## config.mk

```make
export PLATFORM = sky130hd
export DESIGN_NAME = pwrflt_supervisor
export DESIGN_NICKNAME = d
export VERILOG_FILES = /design/src/inc/pwrflt_pkg.sv /design/src/rtl/pwrflt_supervisor.sv /design/src/rtl/pwrflt_sync.sv
export VERILOG_INCLUDE_DIRS = /design/src /design/src/inc
export SDC_FILE = /design/constraint.sdc
export NUM_CORES = 1
export LEC_CHECK = 0
export ABC_CLOCK_PERIOD_IN_PS = 1100
export BUFFER_PORTS_ARGS = -buffer_cell sky130_fd_sc_hd__buf_2
export CAP_MARGIN = 20
export CORE_MARGIN = 5
export CORE_UTILIZATION = 44
export DETAILED_ROUTE_END_ITERATION = 12
export PLACE_DENSITY = 0.71
export SYNTH_ARGS = -nofsm -noshare
export SYNTH_HDL_FRONTEND = slang
export SYNTH_SLANG_ARGS = --single-unit
```

## constraint.sdc

```tcl
create_clock -name clk -period 1.1 [get_ports clk]
set_input_delay 0.165 -clock clk [delete_from_list [all_inputs] [get_ports clk]]
set_output_delay 0.165 -clock clk [all_outputs]
set_load 0.005 [all_outputs]
```

## src/inc/pwrflt_cfg.svh

```systemverilog
// constants for the power stage fault supervisor
// Functional notes
// - hi-z until both supplies above undervoltage
// - pulldowns in reset except single-ended mode
// - open-drain low alert, push-pull high warning
// - warning high above 125 C detector
// - alert and warning encode status
// - reset low forces alert inactive high
// - shutdown fault gives hi-z and alert
// - other faults recover automatically when cleared
// - thermal shutdown latched until reset
// - overcurrent cleared on reset rising edge
// - overcurrent trips all four half-bridges
// - reset low forces all bridges hi-z
`ifndef PWRFLT_CFG_SVH
`define PWRFLT_CFG_SVH
`define PWRFLT_SYNC_STAGES 2
`define PWRFLT_BRIDGES 4
`define PWRFLT_MODE_SE 2'h2
`define PWRFLT_FLAGS 6
`define PWRFLT_IDX_GATE 0
`define PWRFLT_IDX_LOGIC 1
`define PWRFLT_IDX_OC 2
`define PWRFLT_IDX_TW 3
`define PWRFLT_IDX_TE 4
`define PWRFLT_IDX_RST 5
`define PWRFLT_FLAGS_RESET 6'h00
`endif

```

## src/inc/pwrflt_pkg.sv

```systemverilog
// types for the power stage fault supervisor
package pwrflt_pkg;
	typedef logic [5:0] pwrflt_flags_t;
	typedef enum logic [1:0] {
		PWRFLT_RUN,
		PWRFLT_MUTE,
		PWRFLT_SHUT
	} pwrflt_state_e;
endpackage

```

## src/rtl/pwrflt_supervisor.sv

```systemverilog
// fault supervisor: latches, bridge hi-z control and status pins
`timescale 1ns/100ps
`include "pwrflt_cfg.svh"
module pwrflt_supervisor (
	input wire logic clk,
	input wire logic sys_rst,
	input wire logic clkEn,
	input wire logic resetPin_n,
	input wire logic [1:0] modeSel,
	input wire logic gateDriveSupplyOk,
	input wire logic logicSupplyOk,
	input wire logic overcurrentTrip,
	input wire logic thermalWarningDet,
	input wire logic thermalShutdownErrorDet,
	output logic [3:0] bridgeEnable,
	output logic [3:0] pulldownEnable,
	output logic shutdownAlertOut,
	output logic shutdownAlertOe,
	output logic thermalWarning
);
	pwrflt_pkg::pwrflt_flags_t rawFlags;
	pwrflt_pkg::pwrflt_flags_t syncFlags;
	logic rstHeld;
	logic uvFault;
	logic rstPrev_q, rstPrev_d;
	logic ocLatch_q, ocLatch_d;
	logic teLatch_q, teLatch_d;
	logic alertLow_q, alertLow_d;
	logic warn_q, warn_d;
	logic [3:0] bridgeEn_q, bridgeEn_d;
	logic [3:0] pullDn_q, pullDn_d;
	pwrflt_pkg::pwrflt_state_e state_q, state_d;

	// all-bridge replication of one enable bit
	function automatic logic [3:0] allBridges(input logic en);
		allBridges = {`PWRFLT_BRIDGES{en}};
	endfunction

	// ===========================================
	// input capture
	always_comb begin
		rawFlags = `PWRFLT_FLAGS_RESET;
		rawFlags[`PWRFLT_IDX_GATE] = gateDriveSupplyOk;
		rawFlags[`PWRFLT_IDX_LOGIC] = logicSupplyOk;
		rawFlags[`PWRFLT_IDX_OC] = overcurrentTrip;
		rawFlags[`PWRFLT_IDX_TW] = thermalWarningDet;
		rawFlags[`PWRFLT_IDX_TE] = thermalShutdownErrorDet;
		rawFlags[`PWRFLT_IDX_RST] = resetPin_n;
	end

	pwrflt_sync uSync (
		.clk(clk),
		.sys_rst(sys_rst),
		.clkEn(clkEn),
		.asyncIn(rawFlags),
		.syncOut(syncFlags)
	);

	// synchronised reset pin low and undervoltage condition
	assign rstHeld = ~syncFlags[`PWRFLT_IDX_RST];
	assign uvFault = ~(syncFlags[`PWRFLT_IDX_GATE] & syncFlags[`PWRFLT_IDX_LOGIC]);

	// ===========================================
	// fault latches; a trip in the same cycle as the clear wins
	// release edge is seen on the synchronised pin, so a reset pulse under one clock may be lost
	always_comb begin
		rstPrev_d = rstHeld;
		ocLatch_d = ocLatch_q;
		teLatch_d = teLatch_q;
		// overcurrent clears only on the release edge of reset
		if (rstPrev_q && !rstHeld) begin
			ocLatch_d = 1'b0;
		end
		// thermal error clears while reset is held
		if (rstHeld) begin
			teLatch_d = 1'b0;
		end
		if (syncFlags[`PWRFLT_IDX_OC]) begin
			ocLatch_d = 1'b1;
		end
		if (syncFlags[`PWRFLT_IDX_TE]) begin
			teLatch_d = 1'b1;
		end
	end

	always_ff @(posedge clk) begin
		if (sys_rst) begin
			rstPrev_q <= 1'b1;
			ocLatch_q <= 1'b0;
			teLatch_q <= 1'b0;
		end else if (clkEn) begin
			rstPrev_q <= rstPrev_d;
			ocLatch_q <= ocLatch_d;
			teLatch_q <= teLatch_d;
		end
	end

	// ===========================================
	// operating state: mute under reset, shut on any fault
	// mute outranks shut so a held reset also lets go of the alert line
	always_comb begin
		case (state_q)
			pwrflt_pkg::PWRFLT_RUN, pwrflt_pkg::PWRFLT_MUTE, pwrflt_pkg::PWRFLT_SHUT: begin
				if (rstHeld) begin
					state_d = pwrflt_pkg::PWRFLT_MUTE;
				end else if (uvFault || ocLatch_d || teLatch_d) begin
					state_d = pwrflt_pkg::PWRFLT_SHUT;
				end else begin
					state_d = pwrflt_pkg::PWRFLT_RUN;
				end
			end
			default: begin
				state_d = pwrflt_pkg::PWRFLT_MUTE;
			end
		endcase
	end

	// ===========================================
	// registered outputs; bridges and alert derived from the next state, pulldowns and warning from the synchronised inputs
	// decoding state_d instead of state_q saves one cycle of reaction time
	always_comb begin
		bridgeEn_d = allBridges(state_d == pwrflt_pkg::PWRFLT_RUN);
		// single-ended mode skips pulldowns, caps charged by pwm instead
		pullDn_d = allBridges(rstHeld && (modeSel != `PWRFLT_MODE_SE));
		alertLow_d = (state_d == pwrflt_pkg::PWRFLT_SHUT);
		warn_d = syncFlags[`PWRFLT_IDX_TW];
	end

	always_ff @(posedge clk) begin
		if (sys_rst) begin
			state_q <= pwrflt_pkg::PWRFLT_MUTE;
			bridgeEn_q <= 4'h0;
			pullDn_q <= 4'h0;
			alertLow_q <= 1'b0;
			warn_q <= 1'b0;
		end else if (clkEn) begin
			state_q <= state_d;
			bridgeEn_q <= bridgeEn_d;
			pullDn_q <= pullDn_d;
			alertLow_q <= alertLow_d;
			warn_q <= warn_d;
		end
	end

	// open-drain alert only ever drives low; warning is push-pull
	assign shutdownAlertOut = 1'b0;
	assign shutdownAlertOe = alertLow_q;
	assign thermalWarning = warn_q;
	assign bridgeEnable = bridgeEn_q;
	assign pulldownEnable = pullDn_q;

	// ===========================================
	// assertions
	uv_hiz_a: assert property (@(posedge clk) disable iff (sys_rst)
		clkEn && uvFault |=> bridgeEnable == 4'h0)
		else $error("bridges enabled under undervoltage");
	rst_pulldown_a: assert property (@(posedge clk) disable iff (sys_rst)
		clkEn && rstHeld && modeSel != `PWRFLT_MODE_SE |=> pulldownEnable == 4'hf)
		else $error("pulldowns missing in reset");
	od_drive_a: assert property (@(posedge clk) disable iff (sys_rst)
		shutdownAlertOe |-> shutdownAlertOut == 1'b0)
		else $error("alert driven high");
	warn_follow_a: assert property (@(posedge clk) disable iff (sys_rst)
		clkEn |=> thermalWarning == $past(syncFlags[`PWRFLT_IDX_TW]))
		else $error("warning does not follow detector");
	alert_encode_a: assert property (@(posedge clk) disable iff (sys_rst)
		shutdownAlertOe |-> bridgeEnable == 4'h0)
		else $error("alert without shutdown");
	rst_alert_a: assert property (@(posedge clk) disable iff (sys_rst)
		clkEn && rstHeld |=> !shutdownAlertOe)
		else $error("alert low under reset");
	fault_shut_a: assert property (@(posedge clk) disable iff (sys_rst)
		clkEn && !rstHeld && syncFlags[`PWRFLT_IDX_OC] |=> shutdownAlertOe && bridgeEnable == 4'h0)
		else $error("overcurrent not shut");
	auto_recover_a: assert property (@(posedge clk) disable iff (sys_rst)
		clkEn && !rstHeld && !uvFault && !ocLatch_d && !teLatch_d |=> bridgeEnable == 4'hf)
		else $error("no automatic recovery");
	te_hold_a: assert property (@(posedge clk) disable iff (sys_rst)
		clkEn && teLatch_q && !rstHeld |=> teLatch_q)
		else $error("thermal latch lost");
	oc_edge_a: assert property (@(posedge clk) disable iff (sys_rst)
		clkEn && ocLatch_q && !(rstPrev_q && !rstHeld) |=> ocLatch_q)
		else $error("overcurrent latch lost");
	rst_mute_a: assert property (@(posedge clk) disable iff (sys_rst)
		clkEn && rstHeld |=> bridgeEnable == 4'h0)
		else $error("bridges on in reset");
	sync_lat_a: assert property (@(posedge clk) disable iff (sys_rst)
		clkEn && syncFlags[`PWRFLT_IDX_TE] |=> teLatch_q)
		else $error("thermal error not latched");

	// ===========================================
	// assertions: latch clearing, freeze and status coding
	bridges_same_a: assert property (@(posedge clk) disable iff (sys_rst)
		bridgeEnable == 4'h0 || bridgeEnable == 4'hf)
		else $error("bridges split");
	pd_off_a: assert property (@(posedge clk) disable iff (sys_rst)
		clkEn && !rstHeld |=> pulldownEnable == 4'h0)
		else $error("pulldowns on outside reset");
	se_nopd_a: assert property (@(posedge clk) disable iff (sys_rst)
		clkEn && modeSel == `PWRFLT_MODE_SE |=> pulldownEnable == 4'h0)
		else $error("pulldowns on in single-ended mode");
	oc_clear_a: assert property (@(posedge clk) disable iff (sys_rst)
		clkEn && rstPrev_q && !rstHeld && !syncFlags[`PWRFLT_IDX_OC] |=> !ocLatch_q)
		else $error("overcurrent latch not cleared");
	te_clear_a: assert property (@(posedge clk) disable iff (sys_rst)
		clkEn && rstHeld && !syncFlags[`PWRFLT_IDX_TE] |=> !teLatch_q)
		else $error("thermal latch not cleared");
	uv_alert_a: assert property (@(posedge clk) disable iff (sys_rst)
		clkEn && !rstHeld && uvFault |=> shutdownAlertOe)
		else $error("undervoltage not signalled");
	te_shut_a: assert property (@(posedge clk) disable iff (sys_rst)
		clkEn && !rstHeld && syncFlags[`PWRFLT_IDX_TE] |=> shutdownAlertOe && bridgeEnable == 4'h0)
		else $error("thermal error not shut");
	run_status_a: assert property (@(posedge clk) disable iff (sys_rst)
		bridgeEnable == 4'hf |-> !shutdownAlertOe && pulldownEnable == 4'h0)
		else $error("running with alert or pulldowns");
	freeze_hold_a: assert property (@(posedge clk) disable iff (sys_rst)
		!clkEn |=> $stable(bridgeEnable) && $stable(shutdownAlertOe) && $stable(thermalWarning))
		else $error("state moved while frozen");
	run_c: cover property (@(posedge clk) state_q == pwrflt_pkg::PWRFLT_RUN);
	oc_recover_c: cover property (@(posedge clk) ocLatch_q ##1 !ocLatch_q);
	uv_shut_c: cover property (@(posedge clk) uvFault && shutdownAlertOe);
	warn_c: cover property (@(posedge clk) thermalWarning && !shutdownAlertOe);
	te_latch_c: cover property (@(posedge clk) teLatch_q && !syncFlags[`PWRFLT_IDX_TE]);
endmodule

```

## src/rtl/pwrflt_sync.sv

```systemverilog
// two flip-flop synchroniser bank for detector flags and reset
`timescale 1ns/100ps
`include "pwrflt_cfg.svh"
module pwrflt_sync (
	input wire logic clk,
	input wire logic sys_rst,
	input wire logic clkEn,
	input wire pwrflt_pkg::pwrflt_flags_t asyncIn,
	output pwrflt_pkg::pwrflt_flags_t syncOut
);
	pwrflt_pkg::pwrflt_flags_t meta_q;
	pwrflt_pkg::pwrflt_flags_t meta_d;
	pwrflt_pkg::pwrflt_flags_t sync_q;
	pwrflt_pkg::pwrflt_flags_t sync_d;

	// ===========================================
	// synchroniser chain; first stage feeds only the second
	always_comb begin
		meta_d = meta_q;
		sync_d = sync_q;
		if (clkEn) begin
			meta_d = asyncIn;
			sync_d = meta_q;
		end
	end

	always_ff @(posedge clk) begin
		if (sys_rst) begin
			meta_q <= `PWRFLT_FLAGS_RESET;
			sync_q <= `PWRFLT_FLAGS_RESET;
		end else begin
			meta_q <= meta_d;
			sync_q <= sync_d;
		end
	end

	assign syncOut = sync_q;
endmodule

```

==> results of run 1 <==
cells by family (layout without fill, tap and decap cells):
group                  after synthesis  after routing  synth area share [%]
AO/OA/AOI/OAI                       15             15                 11.68
buffers and inverters               15             32                 12.12
other                                1              1                0.4487
AND/OR/NAND/NOR                     22             22                 9.880
multiplexers                        13             13                 15.57
flip-flops                          21             21                 50.30
power groups by stage:
stage	Clock (uW)	Combinational, uW	Sequential [uW]
6_report	350	129	811
4_1_cts	367	128	813
5_1_grt	416	144	816
3_5_place_dp	0	126	829
2_1_floorplan	0	99.1	825
3_3_place_gp	0	123	828
state kept, by name (all words and copies together), names as in the netlist:
signal / count
teLatch_q: 1
uSync.syncOut: 6
pulldownEnable: 1
uSync.meta_q: 6
bridgeEnable: 1
state_q: 2
shutdownAlertOe: 1
ocLatch_q: 1
rstPrev_q: 1
thermalWarning: 1
Yosys cell counts:
cell type / count
a2111o_1: 1
a211oi_1: 3
a21o_1: 2
a21oi_1: 4
a21oi_2: 1
buf_4: 8
buf_6: 2
clkbuf_1: 1
conb_1: 1
dfxtp_1: 21
inv_1: 3
inv_2: 1
mux2i_1: 13
nand2_1: 6
nor2_1: 16
o21ai_0: 4
metrics by stage:
step                      hold slack (ns)  setup slack (ns)  cells  power [uW]  setup TNS (ns)
after floorplan                    0.3122           0.06147     87       924.1               0
after global placement             0.4003         -0.009317    124       951.0        -0.01807
after detailed placement           0.4121          -0.01656    124       955.8        -0.01899
after CTS                          0.1014           0.01019    128        1308               0
after global routing              0.07200          -0.04252    129        1377        -0.07412
final                              0.1027           0.03461    129        1290               0
per-layer routing:
layer	up-vias	part of all wire [%]	GRT usage, %	routed length, um
met2	17	44	18.37	632
met5	-	0	0	0
met4	0	0.84	2.553	12
li1	313	-	-	-
met1	266	49	12.88	694
met3	2	5.7	3.601	81
worst max-delay path: stages (launching register included):
cell,delay [ns]
dfxtp_4,0.39
inv_2,0.04
a2111o_1,0.36
a21oi_2,0.13
a21o_1,0.10
what timing repair did:
| action | 4_1_cts | 5_1_grt |
|---|---|---|
| setup buffers | 0 | 1 |
| endpoints found under the hold margin | 0 | 0 |
| pin swaps | 0 | 1 |
| endpoints found under the setup margin | 2 | 3 |
| gates resized for setup | 3 | 1 |
area by class of cell:
type                       count  area, um2  share of cell area (%)
multi-input combinational     51      322.8                   33.95
tap                           25      31.28                   3.289
inverter                       4      15.01                   1.579
sequential                    21      424.2                   44.61
timing repair buffer          24      130.1                   13.68
clock inverter                 1      5.005                  0.5263
clock buffer                   3      22.52                   2.368
path summary, 6_finish.rpt:
path,end,start,cells past startpoint
worst max-delay path,shutdownAlertOe,uSync.syncOut[5],4
worst min-delay path,uSync.meta_q[1],logicSupplyOk,3
worst max register to register,shutdownAlertOe,uSync.syncOut[5],4
worst min register to register,shutdownAlertOe,shutdownAlertOe,1
==> results.sh, run 1 <==
export IMPL_outcome="completed"
export IMPL_place_congestion=0.8160
export IMPL_wl_per_cell_um=11.02
export IMPL_yosys_area_top_type="dfxtp_1"
export IMPL_fillers=171
export IMPL_cellPowerDensity_mw_per_mm2=1357
export IMPL_postSynthCellCount=87
export IMPL_fmax_mhz=938.6
export IMPL_finalClockSkew_ns=0.002643
export IMPL_synth_cell_types=16
export IMPL_cts_hold_buf=0
export IMPL_swShare_pct=23.31
export IMPL_wl_um=1421
export IMPL_post_route_period_util_pct=96.85
export IMPL_setup_viol=0
export IMPL_cp_arrival_ns=1.31
export IMPL_avgSynthCellArea_um2=9.607
export IMPL_dieArea_mm2=0.002871
export IMPL_final_cell_area_um2=950.9
export IMPL_drt_iter0_drc=7
export IMPL_dp_hpwl_um=1083
export IMPL_cts_buffer_depth=2
export IMPL_synthTopCellsByArea="dfxtp_1 (50%), mux2i_1 (16%), buf_4 (7.2%), nor2_1 (7.2%), a211oi_1 (2.7%)"
export IMPL_ys_ff_latch=21
export IMPL_layout_common_cells="dfxtp_1 (20), buf_2 (20), nor2_1 (16)"
export IMPL_die_x_um=53.59
export IMPL_seqPwrFrac_pct=62.9
export IMPL_cts_root_buffer="clkbuf_4"
export IMPL_pwr_share_clk_pct=27.1
export IMPL_ios=22
export IMPL_vias_per_cell=4.636
export IMPL_synth_yosys_warnings=0
export IMPL_placed_area_um2=903.4
export IMPL_cts_buffers=3
export IMPL_switchingPower_uw=300.7
export IMPL_required_ns=1.34
export IMPL_die_h_um=53.59
export IMPL_clkTransAtPathRegs_ns=0.11
export IMPL_fin_nets=116
export IMPL_yosysTopAreaCellShare_pct=50.30
export IMPL_core_mm2=0.001764
export IMPL_power_frac_comb_pct=10.0
export IMPL_cts_sinks=21
export IMPL_critical_path_endpoint_type="flip-flop"
export IMPL_route_detailed_drc=0
export IMPL_htree_levels=1
export IMPL_maxCapViolCount=0
export IMPL_ff2ff_setup_slack_ns=0.03
export IMPL_syn_num_nets=98
export IMPL_netlist_area_um2=835.8
export IMPL_rows=15
export IMPL_critPathMaxFanout=5
export IMPL_worst_hold_path_type="primary input to flip-flop"
export IMPL_vias=598
export IMPL_synth_seq_area_share_pct=50.30
export IMPL_path_class="flip-flop to flip-flop"
export IMPL_rsz0062_at_grt="true"
export IMPL_start_util_pct=47.38
export IMPL_p_leak_uw=0.0004734
export IMPL_numPortBuffers=20
export IMPL_overflow=0
export IMPL_grt_pass1_vias=535
export IMPL_area_growth_pct=13.77
export IMPL_drive_gt1_share_pct=31.73
export IMPL_ant_nets=0
export IMPL_power_internal_uw=989.4
export IMPL_vdd_ir_drop_max_mv=0.9292
export IMPL_clkLatencyLatePin_ns=0.29
export IMPL_num_antenna_cells=0
export IMPL_crit_path_start_kind="flip-flop"
export IMPL_firstDrtPassIters=4
export IMPL_antenna_found_initial=0
export IMPL_fin_crit_ns=1.065
export IMPL_hold_viol=0
export IMPL_tritoncts="done"
export IMPL_grt_pass1_wl_um=2270
export IMPL_track_usage_pct=10.73
export IMPL_grt_max_degree=19
export IMPL_finish_utilization_pct=53.90
export IMPL_final_max_slew_violation_count=0
(Power assumes the default switching activity.)
==> run 2: changes to the inputs <==
- MAX_ROUTING_LAYER: default -> met4
==> results.sh, run 2 (synthesis gave the netlist of run 1 again) <==
export IMPL_place_ws_ns=-0.01656
export IMPL_dieArea_mm2=0.002871
export IMPL_crit_path_start_kind="flip-flop"
export IMPL_drt_iter0_drc=3
export IMPL_num_antenna_cells=0
export IMPL_vdd_ir_drop_max_mv=0.9296
export IMPL_cts_sinks=21
export IMPL_overflow=0
export IMPL_htree_levels=1
export IMPL_track_usage_pct=11.04
export IMPL_die_h_um=53.59
export IMPL_worst_path_buf_inv=1
export IMPL_finalWorstSetupSlack_ns=0.03444
export IMPL_finalClockSkew_ns=0.002779
export IMPL_core_mm2=0.001764
export IMPL_maxCapViolCount=0
export IMPL_switchingPower_uw=300.7
export IMPL_wl_um=1421
export IMPL_vias_per_cell=4.651
export IMPL_vias=600
export IMPL_ant_nets=0
export IMPL_path_class="flip-flop to flip-flop"
export IMPL_required_ns=1.34
export IMPL_max_stage_delay_ns=0.39
export IMPL_firstDrtPassIters=4
export IMPL_tns_ns=0
export IMPL_cts_buffer_depth=2
export IMPL_place_congestion=0.8281
export IMPL_grtUsageMet2_pct=18.37
export IMPL_dp_cells=124
export IMPL_fillers=171
export IMPL_cp_slowest_cell="dfxtp_4"
export IMPL_crit_family="compound AO/OA/AOI/OAI gates"
export IMPL_seqPwrFrac_pct=62.9
export IMPL_grt_pass1_wl_um=2270
export IMPL_use_met1_pct=13.05
export IMPL_start_util_pct=47.38
export IMPL_rsz0062_at_grt="true"
export IMPL_cts_root_buffer="clkbuf_4"
export IMPL_area_growth_pct=13.77
export IMPL_cellPowerDensity_mw_per_mm2=1357
export IMPL_cts_buffers=3
export IMPL_setup_viol=0
export IMPL_clkLatencyLatePin_ns=0.29
export IMPL_grt_max_degree=19
export IMPL_final_cells=129
export IMPL_grt_pass1_vias=534
export IMPL_p_leak_uw=0.0004734
export IMPL_fmax_mhz=938.5
export IMPL_tritoncts="done"
export IMPL_fin_crit_ns=1.066
export IMPL_hold_viol=0
export IMPL_worst_hold_path_type="primary input to flip-flop"
export IMPL_path_cells="inv_2 -> a2111o_1 -> a21oi_2 -> a21o_1"
export IMPL_power_internal_uw=989.4
export IMPL_top_usage_layer="met2"
export IMPL_outcome="completed"
export IMPL_final_max_slew_violation_count=0
export IMPL_die_x_um=53.59
export IMPL_drive_gt1_share_pct=31.73
export IMPL_numPortBuffers=20
export IMPL_pwr_share_clk_pct=27.1
export IMPL_finish_utilization_pct=53.90
export IMPL_power_frac_comb_pct=10.0
export IMPL_dp_hpwl_um=1083
export IMPL_route_detailed_drc=0
export IMPL_cp_arrival_ns=1.31
export IMPL_critical_path_endpoint_type="flip-flop"
export IMPL_post_route_period_util_pct=96.87
export IMPL_fin_nets=116
export IMPL_swShare_pct=23.31
export IMPL_ios=22
export IMPL_wl_per_cell_um=11.02
export IMPL_critPathMaxFanout=5
export IMPL_antenna_found_initial=0
export IMPL_rows=15
export IMPL_layout_common_cells="dfxtp_1 (20), buf_2 (20), nor2_1 (16)"
export IMPL_clkTransAtPathRegs_ns=0.11
export IMPL_use_met3_pct=3.324
==> run 2: cell counts in the layout (fill, tap and decap cells not counted) <==
Identical to the previous run, type by type.
==> run 2: final timing paths <==
kind / startpoint / end / slack, ns / depth (start not counted)
max: uSync.syncOut[5] / shutdownAlertOe / 0.03 / 4
min: logicSupplyOk / uSync.meta_q[1] / 0.10 / 3
max reg2reg: uSync.syncOut[5] / shutdownAlertOe / 0.03 / 4
min reg2reg: shutdownAlertOe / shutdownAlertOe / 0.48 / 1
==> run 2: timing repair <==
item / CTS / global route
setup buffers: 0 / 1
pin swaps: 0 / 1
setup endpoints to repair: 2 / 3
hold buffers: 0 / 0
resized for setup: 3 / 1
==> run 2: worst reg2reg max path, delay by kind of cell (launching register included) <==
family          cells  cell delay [ns]
compound gates      3             0.59
buf+inv             1             0.04
flops               1             0.39
==> run 2: area by class of cell <==
class                   instances  area (um2)  share of cell area [%]
repair buffers                 24       130.1                   13.68
clock inverters                 1       5.005                  0.5263
well taps                      25       31.28                   3.289
inverters                       4       15.01                   1.579
flip-flops and latches         21       424.2                   44.61
multi-input cells              51       322.8                   33.95
clock buffers                   3       22.52                   2.368
==> run 2: per-layer routing <==
| metal | vias to the layer above | share of wire [%] |
|---|---|---|
| met3 | 2 | 5.1 |
| li1 | 314 | - |
| met5 | - | 0 |
| met2 | 17 | 44 |
| met1 | 267 | 50 |
| met4 | 0 | 0.84 |
==> run 2: metrics by stage <==
step	power (uW)	hold WS, ns	instance area [um2]
final	1290	0.1028	950.9
after detailed placement	955.8	0.4121	903.4
after CTS	1308	0.1014	940.9
after global routing	1377	0.07203	950.9
after global placement	951.0	0.4003	903.4
after floorplan	924.1	0.3122	835.8
==> run 2: power by group through the flow <==
stage | Combinational, uW | Sequential, uW | Clock [uW]
2_1_floorplan | 99.1 | 825 | 0
3_3_place_gp | 123 | 828 | 0
3_5_place_dp | 126 | 829 | 0
4_1_cts | 128 | 813 | 367
5_1_grt | 144 | 816 | 416
6_report | 129 | 811 | 350
==> run 3: changes to the inputs <==
==> constraint.sdc (replaced) <==
create_clock -name clk -period 1.1 [get_ports clk]
set_input_delay 0.11 -clock clk [delete_from_list [all_inputs] [get_ports clk]]
set_output_delay 0.11 -clock clk [all_outputs]
set_load 0.005 [all_outputs]
==> results.sh, run 3 (synthesis gave the netlist of run 1 again) <==
export IMPL_drive_gt1_share_pct=30.10
export IMPL_clkLatencyLatePin_ns=0.31
export IMPL_cts_buffer_depth=2
export IMPL_rows=15
export IMPL_area_growth_pct=12.72
export IMPL_finish_utilization_pct=53.40
export IMPL_worst_hold_path_type="primary input to flip-flop"
export IMPL_clkTransAtPathRegs_ns=0.11
export IMPL_drt_iter0_drc=8
export IMPL_fin_nets=115
export IMPL_cp_arrival_ns=1.34
export IMPL_required_ns=1.36
export IMPL_grt_max_degree=19
export IMPL_hold_viol=0
export IMPL_cts_sinks=21
export IMPL_htree_levels=1
export IMPL_dp_hpwl_um=1096
export IMPL_ff2ff_setup_slack_ns=0.02
export IMPL_grt_pass1_wl_um=2408
export IMPL_overflow=0
export IMPL_rsz0062_at_grt="true"
export IMPL_crit_reg2reg_launch="uSync.syncOut[5]"
export IMPL_post_cts_setup_buffers=0
export IMPL_layout_common_cells="dfxtp_1 (20), buf_2 (20), nor2_1 (16)"
export IMPL_vdd_ir_drop_max_mv=0.9010
export IMPL_fmax_mhz=921.8
export IMPL_vias=626
export IMPL_wl_met3_um=94
export IMPL_core_mm2=0.001764
export IMPL_route_detailed_drc=0
export IMPL_critical_path_endpoint_type="flip-flop"
export IMPL_p_leak_uw=0.0004641
export IMPL_numPortBuffers=20
export IMPL_post_route_period_util_pct=98.62
export IMPL_grt_pass1_vias=576
export IMPL_place_congestion=0.7852
export IMPL_firstDrtPassIters=3
export IMPL_antenna_found_initial=0
export IMPL_outcome="completed"
export IMPL_dieArea_mm2=0.002871
export IMPL_die_h_um=53.59
export IMPL_finalClockSkew_ns=0.003910
export IMPL_maxCapViolCount=0
export IMPL_num_antenna_cells=0
export IMPL_path_class="flip-flop to flip-flop"
export IMPL_crit_path_start_kind="flip-flop"
export IMPL_die_x_um=53.59
export IMPL_p_total_uw=1306
export IMPL_cellPowerDensity_mw_per_mm2=1386
export IMPL_cp_startpoint="uSync.syncOut[5]"
export IMPL_track_usage_pct=12.49
export IMPL_setup_viol=0
export IMPL_critPathMaxFanout=6
export IMPL_max_stage_delay_ns=0.40
export IMPL_start_util_pct=47.38
export IMPL_fin_crit_ns=1.085
export IMPL_tns_ns=0
export IMPL_path_cells="inv_2 -> a2111o_1 -> a21oi_2 -> a21o_1"
export IMPL_vias_per_cell=4.891
export IMPL_top_layer="met4"
export IMPL_wl_um=1470
export IMPL_cp_slowest_cell="dfxtp_4"
export IMPL_wl_per_cell_um=11.48
export IMPL_cts_buffers=3
export IMPL_cts_root_buffer="clkbuf_4"
export IMPL_ant_nets=0
export IMPL_final_max_slew_violation_count=0
export IMPL_ios=22
export IMPL_hold_start="gateDriveSupplyOk"
export IMPL_wl_met1_um=677
export IMPL_tritoncts="done"
export IMPL_wl_met2_um=647
==> run 3: changes by cell type in the layout (fill, tap and decap cells not counted) <==
cell,delta
clkbuf_1,+1
buf_4,-1
clkinv_2,-1
==> run 3: routing by layer <==
metal,track usage [%],vias up
met2,18.78,20
met5,-,-
li1,-,314
met3,2.770,5
met4,10.64,0
met1,13.97,287
==> run 3: layout make-up <==
| class | instances | area (um2) |
|---|---|---|
| well taps | 25 | 31.28 |
| repair buffers | 23 | 122.6 |
| clock buffers | 4 | 26.28 |
| inverters | 4 | 15.01 |
| flip-flops and latches | 21 | 424.2 |
| fillers | 198 | 822.0 |
| multi-input cells | 51 | 322.8 |
==> run 3: what timing repair did <==
item                       4_1_cts  5_1_grt
hold buffers                     0        0
gates resized for setup          4        0
setup endpoints to repair        3        2
==> run 3: path summary, 6_finish.rpt <==
kind                      to  cells after the start
max          shutdownAlertOe                      4
min          uSync.meta_q[0]                      3
max reg2reg  shutdownAlertOe                      4
min reg2reg        rstPrev_q                      2
==> run 3: stage by stage <==
stage	hold WS (ns)	setup WS, ns	cell area [um2]	instances
detailed placement	0.3562	-0.07782	903.4	124
CTS	0.02815	0.01344	942.2	128
global route	0.03368	-0.03452	942.2	128
floorplan	0.2572	0.06147	835.8	87
global placement	0.3443	-0.02663	903.4	124
finish	0.03156	0.01517	942.2	128
==> run 3: report_power, final <==
group / switching, uW / leakage (uW) / total, uW / internal, uW
clock: 227 / 0.0000150 / 368 / 142
sequential: 20.3 / 0.000173 / 811 / 791
combinational: 64.3 / 0.000277 / 126 / 62.0
total: 311 / 0.000464 / 1310 / 995
==> run 3: critical path, delay by kind of cell, from the launching register on <==
kind	cells	cell delay [ns]
compound gates	3	0.59
buf+inv	1	0.04
flops	1	0.40
